**config.mk**
```make
export PLATFORM = sky130hd
export DESIGN_NAME = abf_word_formatter
export DESIGN_NICKNAME = d
export VERILOG_FILES = /design/src/abf_pkg.sv /design/src/abf_fifo.sv /design/src/abf_rate_div.sv /design/src/abf_word_formatter.sv
export VERILOG_INCLUDE_DIRS = /design/src
export SDC_FILE = /design/constraint.sdc
export NUM_CORES = 1
export LEC_CHECK = 0
export BUFFER_PORTS_ARGS = -buffer_cell sky130_fd_sc_hd__buf_2
export CAP_MARGIN = 15
export CORE_MARGIN = 2
export CORE_UTILIZATION = 65
export CTS_BUF_LIST = sky130_fd_sc_hd__clkbuf_8
export DETAILED_ROUTE_END_ITERATION = 12
export PLACE_DENSITY_LB_ADDON = 0.25
export SETUP_SLACK_MARGIN = 0.1
export SYNTH_ARGS = -nofsm -noshare
export SYNTH_HDL_FRONTEND = slang
export SYNTH_SLANG_ARGS = --single-unit
```
**constraint.sdc**
```tcl
create_clock -name clk -period 4.1 [get_ports clk]
set_input_delay 0.205 -clock clk [delete_from_list [all_inputs] [get_ports clk]]
set_output_delay 0.205 -clock clk [all_outputs]
set_load 0.05 [all_outputs]
```
**src/abf_map.svh**
```systemverilog
// Constants of the avionics bus word formatter: label codes, sizes, rates.
// Assumes inclusion by bare name from the formatter top-level source file only.
`ifndef ABF_MAP_SVH
`define ABF_MAP_SVH

// Sizes and word rate divider
`define ABF_NUM_CHANNELS 64
`define ABF_FIFO_DEPTH 4
`define ABF_WORD_DIV 8

// Content label codes for non-syllable words
`define ABF_CL_TIME_HI 4'h7
`define ABF_CL_TIME_LO 4'h6
`define ABF_CL_TIME_US 4'h5
`define ABF_CL_ERROR 4'h4
`define ABF_CL_USER_A 4'h3
`define ABF_CL_USER_B 4'h2
`define ABF_CL_FILL 4'h1
`define ABF_CL_OVERFLOW 4'h0

// Syllable labels: bit 3 set marks captured data, bit 0 set marks high half
`define ABF_CL_SYL_BIT 3
`define ABF_CL_HIGH_BIT 0

// Words with no channel of their own, and the error word diagnostic pad
`define ABF_SYS_GROUP 4'h0
`define ABF_IDLE_INFO 16'h0000
`define ABF_DIAG_PAD 2'h0

`endif

```
**src/abf_pkg.sv**
```systemverilog
// Types shared by the avionics bus word formatter.
// Assumes abf_map.svh constants for the code values.
package abf_pkg;

  // One 24-bit formatted word, bit 1 of the format is the MSB here
  typedef struct packed {
    logic [3:0] group;
    logic [3:0] content;
    logic [15:0] info;
  } abf_word_s;

  // One captured bus word with its channel, fault flag and time stamp
  typedef struct packed {
    logic tag;
    logic [47:0] stamp;
    logic err;
    logic [5:0] chan;
    logic [31:0] data;
  } abf_cap_s;

  typedef enum logic [2:0] {
    SEQ_IDLE,
    SEQ_HIGH,
    SEQ_LOW,
    SEQ_THI,
    SEQ_TLO,
    SEQ_TUS
  } abf_seq_e;

  typedef struct packed {
    abf_seq_e seq;
    abf_cap_s entry;
    logic ovfPend;
    logic outValid;
    abf_word_s outWord;
    logic prevValid;
    abf_word_s prevWord;
  } abf_fmt_state_s;

endpackage : abf_pkg

```
**src/abf_fifo.sv**
```systemverilog
// Small synchronous FIFO with valid/ready on both sides.
// Assumes one clock and a synchronous active-high reset.
`timescale 1ns/1ps
`default_nettype none

module abf_fifo #(
  parameter int WIDTH = 32,
  parameter int DEPTH = 4
) (
  // Clock and reset
  input wire logic clk,
  input wire logic rst,
  // Fill side
  input wire logic inValid,
  output logic inReady,
  input wire logic [WIDTH-1:0] inData,
  // Drain side
  output logic outValid,
  input wire logic outReady,
  output logic [WIDTH-1:0] outData
);

  localparam int AW = (DEPTH > 1) ? $clog2(DEPTH) : 1;
  localparam int CW = $clog2(DEPTH + 1);

  typedef struct packed {
    logic [DEPTH-1:0][WIDTH-1:0] mem;
    logic [AW-1:0] wrPtr;
    logic [AW-1:0] rdPtr;
    logic [CW-1:0] count;
    logic inReady;
    logic outValid;
  } abf_fifo_state_s;

  abf_fifo_state_s s_reg;
  abf_fifo_state_s s_next;
  logic push;
  logic pop;

  assign inReady = s_reg.inReady;
  assign outValid = s_reg.outValid;
  assign outData = s_reg.mem[s_reg.rdPtr];

  always_comb begin
    s_next = s_reg;
    push = inValid && s_reg.inReady;
    pop = outReady && s_reg.outValid;
    if (push) begin
      s_next.mem[s_reg.wrPtr] = inData;
      s_next.wrPtr = (s_reg.wrPtr == AW'(DEPTH - 1)) ? '0 : s_reg.wrPtr + AW'(1);
    end
    if (pop) begin
      s_next.rdPtr = (s_reg.rdPtr == AW'(DEPTH - 1)) ? '0 : s_reg.rdPtr + AW'(1);
    end
    if (push && !pop) begin
      s_next.count = s_reg.count + CW'(1);
    end else if (pop && !push) begin
      s_next.count = s_reg.count - CW'(1);
    end
    // Flags registered so the ready seen outside comes from a flop
    s_next.inReady = (s_next.count != CW'(DEPTH));
    s_next.outValid = (s_next.count != '0);
  end

  always_ff @(posedge clk) begin
    if (rst) begin
      s_reg <= '0;
      s_reg.inReady <= 1'b1;
    end else begin
      s_reg <= s_next;
    end
  end

endmodule : abf_fifo

`default_nettype wire

```
**src/abf_rate_div.sv**
```systemverilog
// Divider giving a one-cycle enable pulse every DIV clocks.
// Assumes one clock and a synchronous active-high reset.
`timescale 1ns/1ps
`default_nettype none

module abf_rate_div #(
  parameter int DIV = 8
) (
  // Clock and reset
  input wire logic clk,
  input wire logic rst,
  // Enable pulse
  output logic tick
);

  localparam int CW = (DIV > 1) ? $clog2(DIV) : 1;

  typedef struct packed {
    logic [CW-1:0] count;
    logic tick;
  } abf_div_state_s;

  abf_div_state_s s_reg;
  abf_div_state_s s_next;

  assign tick = s_reg.tick;

  always_comb begin
    s_next = s_reg;
    if (s_reg.count == CW'(DIV - 1)) begin
      s_next.count = '0;
      s_next.tick = 1'b1;
    end else begin
      s_next.count = s_reg.count + CW'(1);
      s_next.tick = 1'b0;
    end
  end

  always_ff @(posedge clk) begin
    if (rst) begin
      s_reg <= '0;
    end else begin
      s_reg <= s_next;
    end
  end

endmodule : abf_rate_div

`default_nettype wire

```
**src/abf_word_formatter.sv**
```systemverilog
// Formatter turning captured avionics bus words into 24-bit output words.
// Assumes an upstream receiver that flags word-structure faults per word.
//
// Functional notes
// Receive-only monitor; accepts words from up to 64 channels.
// Every output word is exactly 24 bits.
// Every output word carries a 4-bit content label.
// One group label covers four channels, told apart by syllable labels.
// Each 32-bit bus word leaves as high and low 16-bit syllable words.
// Bus bits keep their order inside the information field.
// A channel fault emits an error word: channel group, content 0100.
// Error word bits 9-12 hold high label, bits 13-16 low label.
// Error word bits 17-24 carry free diagnostics.
// After the error word, the faulty data follows raw in syllable words.
// Bits 1-4 code group n as n minus one.
// Content labels follow the fixed syllable, time, error, fill code table.
// With time tagging, high, low, microsecond time follow the low syllable.
// Payload sits in bits 9 through 24.
// Parity or bit-count faults count as channel errors, protocol faults not.
// High syllable word leaves before the low syllable word.
// Lost captures raise an overflow word; idle slots send fill words.
`timescale 1ns/1ps
`default_nettype none
`include "abf_map.svh"

module abf_word_formatter #(
  parameter int FIFO_DEPTH = `ABF_FIFO_DEPTH,
  parameter int WORD_DIV = `ABF_WORD_DIV
) (
  // Clock and reset
  input wire logic clk,
  input wire logic rst,
  // Captured words from the bus receivers
  input wire logic capValid,
  output logic capReady,
  input wire logic [5:0] capChan,
  input wire logic [31:0] capData,
  input wire logic capError,
  // Time tagging
  input wire logic timeTagEn,
  input wire logic [47:0] timeNow,
  // Formatted word stream
  output logic outValid,
  output logic [23:0] outWord
);

  localparam int CAP_W = $bits(abf_pkg::abf_cap_s);

  abf_pkg::abf_fmt_state_s s_reg;
  abf_pkg::abf_fmt_state_s s_next;
  abf_pkg::abf_cap_s capIn;
  abf_pkg::abf_cap_s fifoData;
  logic [CAP_W-1:0] fifoRaw;
  logic fifoValid;
  logic fifoReady;
  logic pop;
  logic lost;
  logic tick;

  // Only receive paths exist; nothing drives the buses
  assign capIn.tag = timeTagEn;
  assign capIn.stamp = timeNow;
  assign capIn.err = capError;
  assign capIn.chan = capChan;
  assign capIn.data = capData;
  assign fifoData = abf_pkg::abf_cap_s'(fifoRaw);

  assign capReady = fifoReady;
  assign outValid = s_reg.outValid;
  assign outWord = s_reg.outWord;

  abf_fifo #(
    .WIDTH(CAP_W),
    .DEPTH(FIFO_DEPTH)
  ) u_fifo (
    .clk(clk),
    .rst(rst),
    .inValid(capValid),
    .inReady(fifoReady),
    .inData(capIn),
    .outValid(fifoValid),
    .outReady(pop),
    .outData(fifoRaw)
  );

  abf_rate_div #(
    .DIV(WORD_DIV)
  ) u_div (
    .clk(clk),
    .rst(rst),
    .tick(tick)
  );

  function automatic logic [3:0] sylLabel(input logic [5:0] chan, input logic high);
    sylLabel = {1'b1, chan[1:0], high};
  endfunction : sylLabel

  function automatic abf_pkg::abf_word_s mkWord(input logic [3:0] group, input logic [3:0] content,
                                                input logic [15:0] info);
    abf_pkg::abf_word_s w;
    w.group = group;
    w.content = content;
    w.info = info;
    mkWord = w;
  endfunction : mkWord

  function automatic abf_pkg::abf_word_s sylWord(input abf_pkg::abf_cap_s e, input logic high);
    // Raw halves, no reordering, even for faulty words
    sylWord = mkWord(e.chan[5:2], sylLabel(e.chan, high),
                     high ? e.data[31:16] : e.data[15:0]);
  endfunction : sylWord

  function automatic abf_pkg::abf_word_s errWord(input abf_pkg::abf_cap_s e);
    // Full channel number as diagnostics, handy when groups are shared
    errWord = mkWord(e.chan[5:2], `ABF_CL_ERROR,
                     {sylLabel(e.chan, 1'b1), sylLabel(e.chan, 1'b0), `ABF_DIAG_PAD, e.chan});
  endfunction : errWord

  always_comb begin
    s_next = s_reg;
    pop = 1'b0;
    // A capture offered while the buffer is full is lost
    lost = capValid && !fifoReady;
    s_next.ovfPend = s_reg.ovfPend || lost;
    s_next.outValid = 1'b0;
    if (s_reg.outValid) begin
      s_next.prevValid = 1'b1;
      s_next.prevWord = s_reg.outWord;
    end
    if (tick) begin
      s_next.outValid = 1'b1;
      case (s_reg.seq)
        abf_pkg::SEQ_IDLE: begin
          if (s_reg.ovfPend) begin
            // Set wins: a loss in this very cycle stays pending
            s_next.outWord = mkWord(`ABF_SYS_GROUP, `ABF_CL_OVERFLOW, `ABF_IDLE_INFO);
            s_next.ovfPend = lost;
          end else if (fifoValid) begin
            pop = 1'b1;
            s_next.entry = fifoData;
            if (fifoData.err) begin
              s_next.outWord = errWord(fifoData);
              s_next.seq = abf_pkg::SEQ_HIGH;
            end else begin
              s_next.outWord = sylWord(fifoData, 1'b1);
              s_next.seq = abf_pkg::SEQ_LOW;
            end
          end else begin
            s_next.outWord = mkWord(`ABF_SYS_GROUP, `ABF_CL_FILL, `ABF_IDLE_INFO);
          end
        end
        abf_pkg::SEQ_HIGH: begin
          s_next.outWord = sylWord(s_reg.entry, 1'b1);
          s_next.seq = abf_pkg::SEQ_LOW;
        end
        abf_pkg::SEQ_LOW: begin
          s_next.outWord = sylWord(s_reg.entry, 1'b0);
          s_next.seq = s_reg.entry.tag ? abf_pkg::SEQ_THI : abf_pkg::SEQ_IDLE;
        end
        abf_pkg::SEQ_THI: begin
          s_next.outWord = mkWord(s_reg.entry.chan[5:2], `ABF_CL_TIME_HI, s_reg.entry.stamp[47:32]);
          s_next.seq = abf_pkg::SEQ_TLO;
        end
        abf_pkg::SEQ_TLO: begin
          s_next.outWord = mkWord(s_reg.entry.chan[5:2], `ABF_CL_TIME_LO, s_reg.entry.stamp[31:16]);
          s_next.seq = abf_pkg::SEQ_TUS;
        end
        abf_pkg::SEQ_TUS: begin
          s_next.outWord = mkWord(s_reg.entry.chan[5:2], `ABF_CL_TIME_US, s_reg.entry.stamp[15:0]);
          s_next.seq = abf_pkg::SEQ_IDLE;
        end
        default: begin
          s_next.outWord = mkWord(`ABF_SYS_GROUP, `ABF_CL_FILL, `ABF_IDLE_INFO);
          s_next.seq = abf_pkg::SEQ_IDLE;
        end
      endcase
    end
  end

  always_ff @(posedge clk) begin
    if (rst) begin
      s_reg <= '0;
    end else begin
      s_reg <= s_next;
    end
  end

  // Checks

  chk_err_word_out: assert property (@(posedge clk) disable iff (rst)
    (tick && s_reg.seq == abf_pkg::SEQ_IDLE && !s_reg.ovfPend && fifoValid && fifoData.err)
    |=> (outValid && outWord[19:16] == `ABF_CL_ERROR && outWord[23:20] == $past(fifoData.chan[5:2])))
    else $error("error word missing or mislabelled");

  chk_err_then_high: assert property (@(posedge clk) disable iff (rst)
    (outValid && s_reg.prevValid && s_reg.prevWord.content == `ABF_CL_ERROR)
    |-> (outWord[19:16] == s_reg.prevWord.info[15:12] && outWord[23:20] == s_reg.prevWord.group))
    else $error("word after error word is not the faulty channel high syllable");

  chk_high_then_low: assert property (@(posedge clk) disable iff (rst)
    (outValid && s_reg.prevValid && s_reg.prevWord.content[`ABF_CL_SYL_BIT]
     && s_reg.prevWord.content[`ABF_CL_HIGH_BIT])
    |-> (outWord[19:16] == {s_reg.prevWord.content[3:1], 1'b0} && outWord[23:20] == s_reg.prevWord.group))
    else $error("high syllable not followed by its low syllable");

  chk_syl_data_order: assert property (@(posedge clk) disable iff (rst)
    (outValid && outWord[19])
    |-> (outWord[15:0] == (outWord[16] ? s_reg.entry.data[31:16] : s_reg.entry.data[15:0])
         && outWord[23:20] == s_reg.entry.chan[5:2] && outWord[18:17] == s_reg.entry.chan[1:0]))
    else $error("syllable payload or labels do not match captured word");

  chk_time_sequence: assert property (@(posedge clk) disable iff (rst)
    (outValid && s_reg.prevValid && s_reg.prevWord.content == `ABF_CL_TIME_HI)
    |-> (outWord[19:16] == `ABF_CL_TIME_LO && outWord[15:0] == s_reg.entry.stamp[31:16]))
    else $error("low-order time does not follow high-order time");

  chk_time_after_low: assert property (@(posedge clk) disable iff (rst)
    (tick && s_reg.seq == abf_pkg::SEQ_LOW && s_reg.entry.tag)
    |=> (outValid && !outWord[16] && s_reg.seq == abf_pkg::SEQ_THI))
    else $error("tagged low syllable not followed by time words");

  chk_overflow_flag: assert property (@(posedge clk) disable iff (rst)
    (capValid && !capReady) |=> s_reg.ovfPend)
    else $error("lost capture did not raise overflow");

  chk_fill_when_idle: assert property (@(posedge clk) disable iff (rst)
    (tick && s_reg.seq == abf_pkg::SEQ_IDLE && !s_reg.ovfPend && !fifoValid)
    |=> (outValid && outWord == {`ABF_SYS_GROUP, `ABF_CL_FILL, `ABF_IDLE_INFO}))
    else $error("idle slot did not send a fill word");

  chk_valid_on_tick: assert property (@(posedge clk) disable iff (rst)
    outValid == $past(tick))
    else $error("output valid not tied to word slot");

  chk_err_labels: assert property (@(posedge clk) disable iff (rst)
    (outValid && outWord[19:16] == `ABF_CL_ERROR)
    |-> (outWord[15:12] == {1'b1, s_reg.entry.chan[1:0], 1'b1}
         && outWord[11:8] == {1'b1, s_reg.entry.chan[1:0], 1'b0}))
    else $error("error word syllable labels wrong");

  chk_err_diag: assert property (@(posedge clk) disable iff (rst)
    (outValid && outWord[19:16] == `ABF_CL_ERROR)
    |-> (outWord[7:0] == {`ABF_DIAG_PAD, s_reg.entry.chan}))
    else $error("error word diagnostics do not name the channel");

  chk_group_match: assert property (@(posedge clk) disable iff (rst)
    (outValid && outWord[19:16] != `ABF_CL_FILL && outWord[19:16] != `ABF_CL_OVERFLOW)
    |-> (outWord[23:20] == s_reg.entry.chan[5:2]))
    else $error("channel word carries a foreign group label");

  chk_content_known: assert property (@(posedge clk) disable iff (rst)
    outValid
    |-> (outWord[19] || outWord[19:16] inside {`ABF_CL_TIME_HI, `ABF_CL_TIME_LO, `ABF_CL_TIME_US,
                                               `ABF_CL_ERROR, `ABF_CL_FILL, `ABF_CL_OVERFLOW}))
    else $error("content label outside the code table");

  chk_first_high: assert property (@(posedge clk) disable iff (rst)
    (tick && s_reg.seq == abf_pkg::SEQ_IDLE && !s_reg.ovfPend && fifoValid && !fifoData.err)
    |=> (outValid && outWord == {s_reg.entry.chan[5:2], 1'b1, s_reg.entry.chan[1:0], 1'b1,
                                 s_reg.entry.data[31:16]}))
    else $error("good word did not open with its high syllable");

  chk_high_after_err: assert property (@(posedge clk) disable iff (rst)
    (tick && s_reg.seq == abf_pkg::SEQ_HIGH)
    |=> (outValid && outWord == {s_reg.entry.chan[5:2], 1'b1, s_reg.entry.chan[1:0], 1'b1,
                                 s_reg.entry.data[31:16]}))
    else $error("raw high syllable missing after error word");

  chk_low_word_data: assert property (@(posedge clk) disable iff (rst)
    (tick && s_reg.seq == abf_pkg::SEQ_LOW)
    |=> (outValid && outWord == {s_reg.entry.chan[5:2], 1'b1, s_reg.entry.chan[1:0], 1'b0,
                                 s_reg.entry.data[15:0]}))
    else $error("low syllable word wrong");

  chk_thi_word: assert property (@(posedge clk) disable iff (rst)
    (tick && s_reg.seq == abf_pkg::SEQ_THI)
    |=> (outValid && outWord == {s_reg.entry.chan[5:2], `ABF_CL_TIME_HI, s_reg.entry.stamp[47:32]}))
    else $error("high-order time word wrong");

  chk_tlo_word: assert property (@(posedge clk) disable iff (rst)
    (tick && s_reg.seq == abf_pkg::SEQ_TLO)
    |=> (outValid && outWord == {s_reg.entry.chan[5:2], `ABF_CL_TIME_LO, s_reg.entry.stamp[31:16]}))
    else $error("low-order time word wrong");

  chk_tus_word: assert property (@(posedge clk) disable iff (rst)
    (tick && s_reg.seq == abf_pkg::SEQ_TUS)
    |=> (outValid && outWord == {s_reg.entry.chan[5:2], `ABF_CL_TIME_US, s_reg.entry.stamp[15:0]}))
    else $error("microsecond time word wrong");

  chk_time_tagged_only: assert property (@(posedge clk) disable iff (rst)
    (outValid && outWord[19:16] inside {`ABF_CL_TIME_HI, `ABF_CL_TIME_LO, `ABF_CL_TIME_US})
    |-> s_reg.entry.tag)
    else $error("time word sent for an untagged capture");

  chk_ovf_word_out: assert property (@(posedge clk) disable iff (rst)
    (tick && s_reg.seq == abf_pkg::SEQ_IDLE && s_reg.ovfPend)
    |=> (outValid && outWord == {`ABF_SYS_GROUP, `ABF_CL_OVERFLOW, `ABF_IDLE_INFO}))
    else $error("pending overflow not reported at idle slot");

  chk_ovf_clear: assert property (@(posedge clk) disable iff (rst)
    (tick && s_reg.seq == abf_pkg::SEQ_IDLE && s_reg.ovfPend && !lost)
    |=> !s_reg.ovfPend)
    else $error("overflow flag not cleared after its word");

  chk_ovf_priority: assert property (@(posedge clk) disable iff (rst)
    (tick && s_reg.seq == abf_pkg::SEQ_IDLE && s_reg.ovfPend)
    |-> !pop)
    else $error("buffered word taken ahead of overflow word");

endmodule : abf_word_formatter

`default_nettype wire

```
### Word level (Yosys, flattened, before mapping)

Index checks and enable logic that the tools add are counted.

| cells by class | value |
|---|---|
| add/subtract/negate cells | 5 |
| order comparisons | 3 |
| eq/ne operators | 11 |
| mux-type cells | 26 |
| bitwise operators | 1 |
| reductions and logical operators | 15 |

Operator list:

| operator | count |
|---|---|
| $bwmux W352 | 1 |
| $mux W91 | 2 |
| $bmux W88 S2 | 1 |
| $demux W88 S2 | 1 |
| $mux W88 | 2 |
| $pmux W24 S6 | 1 |
| $mux W24 | 2 |
| $mux W26 | 1 |
| $mux W20 | 1 |
| $pmux W3 S5 | 1 |
| $eq A3 B3 Y1 const B | 3 |
| $mux W2 | 4 |
| $mux W1 | 7 |
| $add A3 B1 Y3 const B | 2 |
| $eq A3 B2 Y1 const B | 2 |
| $logic_and A1 B1 Y1 | 6 |
| $lt A2 B3 Y1 const B | 2 |
| $mux W3 | 2 |
| $add A2 B1 Y2 const B | 2 |
| $eq A2 B2 Y1 const B | 2 |
| $reduce_and A4 Y1 | 1 |
| $eq A3 B1 Y1 const B | 1 |
| $logic_not A1 Y1 | 3 |
| $logic_not A3 Y1 | 1 |
| other kinds (10) | 10 |

| word-level totals | value |
|---|---|
| register bits | 482 |
| bits of input ports | 91 |
| output and inout bits | 26 |
| word-level logic and storage cells | 83 |

### Depth between registers and ports, before layout

Gate-level depths: netlist (run 1).

| logic depth | value |
|---|---|
| depth after elaboration | 9 |
| depth in mapped cells | 8 |
| gate-level depth less buffers | 5 |

### Hierarchy

A second synthesis (run 1) with hierarchy kept.

| unflattened totals | value |
|---|---|
| cell total of the unflattened synthesis | 2364 |
| area total of the unflattened synthesis | 19989.2 um2 |

By module, submodules not included:

| module | instances | cells each | area an instance (um2) | seq. area each (um2) |
|---|---|---|---|---|
| abf_fifo | 1 | 1698 | 14592.7 | 7226.9 |
| abf_word_formatter | 1 | 656 | 5265.0 | 2322.2 |
| abf_rate_div | 1 | 10 | 131.4 | 80.1 |

### Worst setup path after synthesis (run 1)

Ideal clock, no wire load.

| path | value |
|---|---|
| path kind | flip-flop to flip-flop |
| start point | reg, netlist name u_fifo.inReady |
| end point | reg u_fifo.s_reg (netlist bit u_fifo.outValid) |
| arrival | 1.847 ns |
| data required time | 3.973 ns |
| setup slack | 2.125 ns |
| cell stages (with the launch flop) | 6 |
| clock period less this slack | 1.975 ns |
| path through | dfxtp_1 -> nand2_1 -> and4_1 -> a2bb2oi_1 -> mux2_2 -> o21bai_1 |

| on the way | value |
|---|---|
| longest elaborated chain between the ends | 6 |
| elaborated cells on any way between the ends | 7 |
| those cells by class | mux: 2; reduce/logical: 5 |

RTL lines:

| item | line | RTL |
|---|---|---|
| $logic_and A1 B1 Y1 (*) | abf_fifo.sv:46 | `push = inValid && s_reg.inReady;` |
| $logic_not A1 Y1 | abf_fifo.sv:57 | `end else if (pop && !push) begin` |
| $logic_and A1 B1 Y1 | abf_fifo.sv:57 |  |
| $mux W3 | abf_fifo.sv:57 |  |
| $mux W3 (*) | abf_fifo.sv:55 | `if (push && !pop) begin` |
| $reduce_bool A3 Y1 (*) | abf_fifo.sv:62 | `s_next.outValid = (s_next.count != '0);` |
| to (signal assigned) | abf_fifo.sv:70 | `s_reg <= s_next;` |
| to (decl) | abf_fifo.sv:35 | `abf_fifo_state_s s_reg;` |

Every way passes the cells marked *; elsewhere a longest branch is shown, timed or not.
A chain may end at the register's enable or synchronous reset.

### Worst setup path in the final report (run 1)

| path | value |
|---|---|
| start point | reg s_reg[140] (netlist name) |
| end point | reg s_reg[59] (netlist name) |

| on the way | value |
|---|---|
| longest elaborated chain between the ends | 2 |

RTL lines:

| item | line | RTL |
|---|---|---|
| from (decl) | abf_word_formatter.sv:49 | `abf_pkg::abf_fmt_state_s s_reg;` |
| from (signal assigned) | abf_word_formatter.sv:184 | `s_reg <= s_next;` |
| $logic_not A3 Y1 | abf_word_formatter.sv:132 | `case (s_reg.seq)` |
| $reduce_and A4 Y1 (no source line) | - |  |

Every way passes these cells.

==> impl_metrics.ini, run 1 <==
[worst_setup_path]
arrival_ns = 3.52
cp_cell_sequence = nor3_2, and3_2, buf_4, nand2_1, a21oi_1
cp_slowest_cell = and3_2
path_class = flip-flop to flip-flop
end_kind = flip-flop
cp-start-kind = flip-flop
crit_required_ns = 4.62
critical_path.max_fanout = 54
cpPeakStageDelay_ns = 0.77

[drt]
wl_per_cell_um = 19.4
wirelength_um = 56200
drt_iter0_drc = 1789
vias_per_cell = 6.06
vias = 17500
post-route-drc-count = 0
drt_pass1_iterations = 6
drtAntennaViolNets = 0

[synth]
synth_top_area_share_pct = 48.5
synth_cells = 2351
avgSynthCellArea_um2 = 8.45
synth_top_family_by_area = simple AND/OR/NAND/NOR gates
async_flop_share_pct = 0
synth_cell_types = 54
synth_flop_cell = dfxtp_1
synth_seq_area_share_pct = 48.5
syn-num-nets = 2451
yosys.area.top_type = dfxtp_1
synth-simple-area-share_pct = 19.4
synth_compound_area_share_pct = 15.0
synth-edff-count = 0
synth-xor-area-share_pct = 0.0882
synth_adder_area_share_pct = 0.617
synthMuxAreaShare_pct = 11.3
ys_ff_latch = 481
synth_area_leaders = dfxtp_1, nand2_1, a21oi_1
synth_area_um2 = 19900
synth_warnings = 0

[timing]
finalClockSkew_ns = 0.0301
period_share_pct = 73.1
timing.slew.headroom_pct = 30.6
final_hold_viol_count = 0
tightestPinTransition_ns = 1.04
fin_setup_tns_ns = 0
slew_viol_final = 0
rsz0062_at_grt = false
setup_viol = 0
setup_ws_ns = 1.10
max_freq_ghz = 0.334
period_minus_slack_ns = 3.00

[grt]
grt_pass1_vias = 17000
grt_pass1_wl_um = 87300
overflow = 0
antenna_found_initial = 0
grt_max_degree = 193
grt_use_total_pct = 34.9

[outcome]
status = finished clean

[power_and_ir_drop]
power_frac_clock_pct = 40.9
power_frac_seq_pct = 51.1
switching_share_pct = 24.8
powerDensity_nw_per_um2 = 423
comb_power_share_pct = 7.9
netSwitchingPower_w = 0.00237
ir_drop_mv = 0.322
leakagePower_nw = 7.80
finalPower_w = 0.00954
p_int_w = 0.00717

[cts]
cts_resized = 0
cts_hold_buf = 88
cts_buffers = 77
cts_tree = done
clock_latency_ns = 0.61
root_buffer = clkbuf_8
cts_buffer_depth = 3
postCtsSetupBuffers = 0
path_clk_slew_ns = 0.06
cts_htree_levels = 3
clock_sinks = 481

[floorplan]
die_area_um2 = 32000
fp.dieH_um = 179
fp-row-count = 64
pin_count = 117
core_um2 = 30300
start_util_pct = 65.5
die_w_um = 179

[placement]
placement.cell_area_um2 = 20200
port_buffers = 116
place.gp.congestion = 0.926
pre_cts_ws_ns = 1.15
hpwlAfterDp_um = 32900

[layout]
largest_register_ffs = 359
multiInputGateArea_um2 = 9280
area.sequential_um2 = 9640
syn_to_final_growth_pct = 13.5
final_cell_mix = nand2_1, dfxtp_1, a21oi_1
fin_area_um2 = 22500
utilization_pct = 74.3
fillers = 2226
nets = 2548
drive_gt1_share_pct = 14.1
final_common_cell = nand2_1

[flow_run]
drv_cap = 0

[worst_hold_path]
holdCritPathClass = primary input to flip-flop
area by class of cell:
class | instances | share of cell area [%]
Clock buffer | 92 | 5.62
Timing Repair Buffer | 228 | 7.38
Sequential cell | 481 | 42.7
Tap cell | 396 | 2.20
Inverter | 8 | 0.155
Multi-Input combinational cell | 1652 | 41.1
Clock inverter | 33 | 0.766
Antenna cell | 1 | 0.0111
worst paths after layout:
check | slack (ns) | end | startpoint | cells past startpoint
worst max-delay path | 1.10 | s_reg[59] | s_reg[140] | 5
worst min-delay path | 0.09 | s_reg[50] | capValid | 4
worst max register to register | 1.10 | s_reg[59] | s_reg[140] | 5
worst min register to register | 0.43 | u_div.s_reg[1] | u_div.s_reg[1] | 1
power by group through the flow:
stage	registers, W	logic [W]	clock network [W]
2_1_floorplan	0.00495	0.000442	0
3_3_place_gp	0.00496	0.000651	0
3_5_place_dp	0.00497	0.000672	0
4_1_cts	0.00487	0.000740	0.00392
5_1_grt	0.00489	0.000817	0.00414
6_report	0.00488	0.000758	0.00390
layer usage:
layer / GRT usage, % / part of all wire [%]
met1: 45.5 / 39
met2: 56.4 / 47
met3: 7.95 / 10
met4: 14.4 / 3.2
met5: 0 / 0
synth_stat cells (all sizes together) (2+ instances only):
library cell    n
dfxtp         481
o221ai          8
mux4           88
a22o            3
o21ai          20
buf            72
a211o           2
nor2           24
o211ai          4
a211oi          7
a21oi         456
mux2i          18
nor3            6
a311oi          3
a22oi          18
o32ai           2
and3            6
mux2            6
nor3b           3
xnor2           2
clkbuf        138
nand2b         11
nand3           2
a21o            2
o22ai           2
nand2         908
and2            5
a221o           3
inv             7
a221oi         10
nor2b          14
ha              9
logic make-up (layout without fill, tap and decap cells):
kind of cell	count (synthesis)	in the layout
XOR/XNOR	2	2
other	0	1
adder cells (fa/ha/maj)	10	10
multiplexers	112	112
flip-flops	481	481
AO/OA/AOI/OAI	545	545
AND/OR/NAND/NOR	983	983
buffers and inverters	218	361
through the flow:
stage / instances / hold WS (ns)
floorplan: 2351 / 0.341
global route: 2890 / 0.126
detailed placement: 2677 / 0.436
global placement: 2677 / 0.429
CTS: 2890 / 0.0734
finish: 2891 / 0.0904
worst max-delay path: cells and delay by family, from the launching register on:
family          cells  cell delay, ns
buf+inv             1            0.63
simple gates        3            1.47
flops               1            0.60
compound gates      1            0.18
Power figures use the tool's default switching activity.
==> run 2, diff against run 1 <==
Settings changed: CORE_UTILIZATION 65 to 57.
Clock period 4.1 ns to 2.7 ns, I/O delays scaled along.
==> run 2 against run 1 <==
Against the previous run: sequential share of layout area down 0.93 points; non-clock buffer count up 16; register-to-register slack got worse by 0.57 ns; worst hold slack improved by 0.22 ns; power increased by 56%; maximum frequency is 38% higher; utilization shrank 7.4 points; sequential power grew 52%; critical path depth unchanged; highest routed layer unchanged; wire length increased by 0.21%; largest power group unchanged; clock-buffer cell count is the same; die area rose by 14%.
==> impl_metrics.ini, run 2 (same netlist as run 1, synthesis figures left out) <==
[outcome]
status = finished clean

[power_and_ir_drop]
leakagePower_nw = 8.04
power_frac_clock_pct = 42.2
netSwitchingPower_w = 0.00377
switching_share_pct = 25.4
p_int_w = 0.0111
ir_drop_mv = 0.445
powerDensity_nw_per_um2 = 644
power_frac_seq_pct = 49.9
comb_power_share_pct = 8.0

[drt]
post-route-drc-count = 0
drt_iter0_drc = 1637
drt_pass1_iterations = 5
wirelength_um = 56300
wl_per_cell_um = 18.9
vias = 17300
drtAntennaViolNets = 0
vias_per_cell = 5.81

[timing]
rsz0062_at_grt = false
final_hold_viol_count = 0
fin_setup_tns_ns = 0
timing.slew.headroom_pct = 21.4
finalClockSkew_ns = 0.0297
max_freq_ghz = 0.461
whs_ns = 0.310
period_minus_slack_ns = 2.17
tightestPinTransition_ns = 1.18
period_share_pct = 80.3
slew_viol_final = 0
setup_viol = 0

[placement]
placement.cell_area_um2 = 20600
dp_cells = 2749
port_buffers = 116
hpwlAfterDp_um = 34000
place.gp.congestion = 0.903

[layout]
utilization_pct = 66.9
nets = 2565
drive_gt1_share_pct = 14.7
syn_to_final_growth_pct = 16.0
final_cell_mix = nand2_1, dfxtp_1, a21oi_1
final_cell_count_no_fill = 2980
largest_register_ffs = 359
fin_area_um2 = 23000
final_common_cell = nand2_1

[worst_setup_path]
cp-start-kind = flip-flop
end_kind = flip-flop
critical_path.max_fanout = 20
arrival_ns = 2.70
path_class = flip-flop to flip-flop
crit_required_ns = 3.23

[cts]
path_clk_slew_ns = 0.06
clock_latency_ns = 0.64
cts_buffer_depth = 3
cts_htree_levels = 3
cts_resized = 0
clock_sinks = 481
cts_buffers = 78
cts_tree = done
root_buffer = clkbuf_8

[grt]
overflow = 0
grt_busiest_layer = met2
grt_pass1_wl_um = 88300
grt.met1_usage_pct = 41.1
grt_use_met2_pct = 49.7
antenna_found_initial = 1
grt_max_degree = 263
grt_pass1_vias = 16700
use_met3_pct = 5.56
grt_use_total_pct = 30.8

[floorplan]
core_um2 = 34500
fp-row-count = 68
die_w_um = 191
pin_count = 117
die_area_um2 = 36400
start_util_pct = 57.7
fp.dieH_um = 191

[flow_run]
drv_cap = 0

[worst_hold_path]
holdCritPathClass = primary input to flip-flop
[run 2: cell count changes in the layout (fill, tap and decap cells not counted)]
cell,delta
dlygate4sd3_1,+3
clkinv_2,+1
inv_1,+9
inv_8,+3
buf_4,-2
buf_12,+15
bufinv_16,+1
clkinvlp_4,-1
inv_12,+1
[run 2: power groups by stage]
stage	sequential, W	combinational (W)	clock (W)
4_1_cts	0.00740	0.00117	0.00634
5_1_grt	0.00742	0.00128	0.00667
6_report	0.00740	0.00118	0.00626
2_1_floorplan	0.00752	0.000671	0
3_3_place_gp	0.00754	0.00103	0
3_5_place_dp	0.00755	0.00106	0
[run 2: timing repair]
action	in CTS	in global routing
endpoints found under the hold margin	367	0
setup buffers	0	0
hold buffers	91	0
[run 2: cell type report]
class                           count  area (um^2)
Antenna cell                        1         2.50
Sequential cell                   481         9640
Multi-Input combinational cell   1652         9280
Timing Repair Buffer              244         1980
Fill cell                        2801        11400
Clock inverter                     47          284
Tap cell                          455          569
Inverter                            8         35.0
Clock buffer                       92         1270
[run 2: final timing paths]
check                      start                to  slack, ns  cells after the start
setup / recovery      s_reg[141]        outWord[9]       0.53                      5
hold / removal       timeNow[11]  u_fifo.s_reg[59]       0.31                      4
setup reg to reg      s_reg[141]        outWord[9]       0.53                      5
hold reg to reg   u_div.s_reg[1]    u_div.s_reg[1]       0.43                      1
[run 2: stage by stage]
step	total power, W	setup WS [ns]
after CTS	0.0149	0.481
after floorplan	0.00819	0.725
after global placement	0.00857	0.567
after global routing	0.0154	0.352
final	0.0148	0.533
after detailed placement	0.00861	0.547
[run 2: worst max-delay path: stages (launching register included)]
cell and delay [ns]:
dfxtp_1 0.76, nor2b_1 0.57, a22oi_1 0.17, o221ai_1 0.24, a221oi_2 0.06, a221oi_1 0.25
[run 2: layer usage]
layer / vias to the layer above / wire length [um]
met5: - / 0
met4: 0 / 1550
met3: 99 / 4480
met2: 768 / 26600
met1: 8308 / 23700
li1: 8143 / -
==> run 3, diff against run 2 <==
Settings changed: CORE_UTILIZATION 57 to 63.
Clock period 2.7 ns to 2 ns, I/O delays scaled along.
==> run 3 against run 2 <==
Against the previous run: sequential cell count is the same; critical path depth shrank 1; clock power grew 29%; sequential share of layout area shrank 0.43 points; maximum frequency grew 14%; utilization grew 7.5 points; worst setup slack lost 0.44 ns; worst hold slack lost 0.0064 ns; design area grew 1.1%; critical endpoint is now outWord[5]; largest cell class unchanged.
==> impl_metrics.ini, run 3 (same netlist as run 1, synthesis figures left out) <==
[floorplan]
start_util_pct = 63.4
fp-row-count = 65
core_um2 = 31300
fp.dieH_um = 182
die_area_um2 = 33000
pin_count = 117
die_w_um = 182

[grt]
grt_use_total_pct = 34.2
grt_pass1_vias = 17100
overflow = 0
grt_pass1_wl_um = 89600
grt_max_degree = 187
antenna_found_initial = 0

[drt]
post-route-drc-count = 0
vias_per_cell = 6.06
vias = 17900
drt_pass1_iterations = 5
drt_iter0_drc = 1858
drtAntennaViolNets = 0
wirelength_um = 57300
wl_per_cell_um = 19.4

[placement]
place.gp.congestion = 0.948
hpwlAfterDp_um = 33600
dp_cells = 2713
port_buffers = 116

[worst_hold_path]
holdCritPathClass = primary input to flip-flop

[timing]
period_share_pct = 95.3
period_minus_slack_ns = 1.91
finalClockSkew_ns = 0.0268
tightestPinTransition_ns = 0.971
timing.slew.headroom_pct = 35.3
final_hold_viol_count = 0
fin_setup_tns_ns = 0
rsz0062_at_grt = true
setup_viol = 0
slew_viol_final = 0
max_freq_ghz = 0.525

[cts]
clock_sinks = 481
root_buffer = clkbuf_8
cts_buffers = 78
cts_buffer_depth = 3
cts_htree_levels = 3
path_clk_slew_ns = 0.07
clock_latency_ns = 0.61
cts_tree = done

[layout]
drive_gt1_share_pct = 16.3
fillers = 2272
final_cell_count_no_fill = 2954
final_cell_mix = nand2_1, dfxtp_1, a21oi_1
syn_to_final_growth_pct = 17.3
largest_register_ffs = 359
utilization_pct = 74.4
nets = 2593
final_common_cell = nand2_1
diodes = 0

[worst_setup_path]
crit_required_ns = 2.43
cp_top_family = multiplexers
cp_cell_sequence = mux4_2, mux2_2, a221oi_2, a211oi_1
cp-start-kind = flip-flop
critical_path.max_fanout = 7
end_kind = flip-flop
cpPeakStageDelay_ns = 0.66
cp_slowest_cell = mux4_2
path_class = flip-flop to flip-flop
arrival_ns = 2.33
cp_num_buf_inv = 0

[outcome]
status = finished clean

[power_and_ir_drop]
leakagePower_nw = 8.17
powerDensity_nw_per_um2 = 846
ir_drop_mv = 0.681

[flow_run]
drv_cap = 0
==> run 3: cell types whose count changed in the layout (fill, tap and decap cells not counted), sizes merged <==
| cell | before | now |
|---|---|---|
| bufinv | 2 | 0 |
| inv | 48 | 39 |
| buf | 153 | 182 |
| clkinvlp | 1 | 4 |
| clkinv | 4 | 12 |
| diode | 1 | 0 |
| dlygate4sd3 | 91 | 90 |
==> run 3: tightest hold or removal path, cell delays in order <==
cell and delay, ns:
dlygate4sd3_1 0.52, buf_2 0.14, nand2_1 0.05, a21oi_1 0.05
==> run 3: power by group <==
group,switching [W],internal [W]
combinational,0.000980,0.000659
sequential,0.000145,0.00985
clock,0.00387,0.00421
==> run 3: path summary, 6_finish.rpt <==
| check | start | slack, ns | endpoint | cells past startpoint |
|---|---|---|---|---|
| worst min-delay path | capData[9] | 0.30 | u_fifo.s_reg[18] | 4 |
| worst max register to register | u_fifo.s_reg[5] | 0.09 | outWord[5] | 4 |
| worst max-delay path | u_fifo.s_reg[5] | 0.09 | outWord[5] | 4 |
| worst min register to register | outWord[8] | 0.45 | outWord[8] | 2 |
==> run 3: area by class of cell <==
cell class	count	area, um^2	share of cell area (%)
Clock inverter	47	229	0.983
Multi-Input combinational cell	1652	9310	40.0
Timing Repair Buffer	272	2310	9.92
Sequential cell	481	9640	41.4
Inverter	8	35.0	0.150
Tap cell	402	503	2.16
Clock buffer	92	1270	5.44
==> run 3: repair_timing <==
item | 4_1_cts | 5_1_grt
setup buffers | 3 | 9
endpoints found under the setup margin | 3 | 16
pin swaps | 0 | 5
hold buffers | 90 | 0
gates resized for setup | 3 | 18
hold endpoints to repair | 363 | 0
gates cloned | 0 | 0
==> run 3: routing by layer <==
metal	routed length, um	GRT usage (%)
met1	23100	45.3
met2	27300	56.3
met3	4970	4.95
met4	1870	14.6
met5	0	0
==> run 3: per-stage QoR <==
stage                     setup WS [ns]  total power [W]  hold slack, ns  instance area (um^2)
after floorplan                   0.188           0.0111           0.236                 19900
after global placement           0.0892           0.0116           0.349                 20700
after detailed placement         0.0438           0.0116           0.358                 20700
after CTS                        0.0973           0.0197           0.285                 23200
after global routing             0.0357           0.0204           0.319                 23300
final                            0.0934           0.0197           0.303                 23300
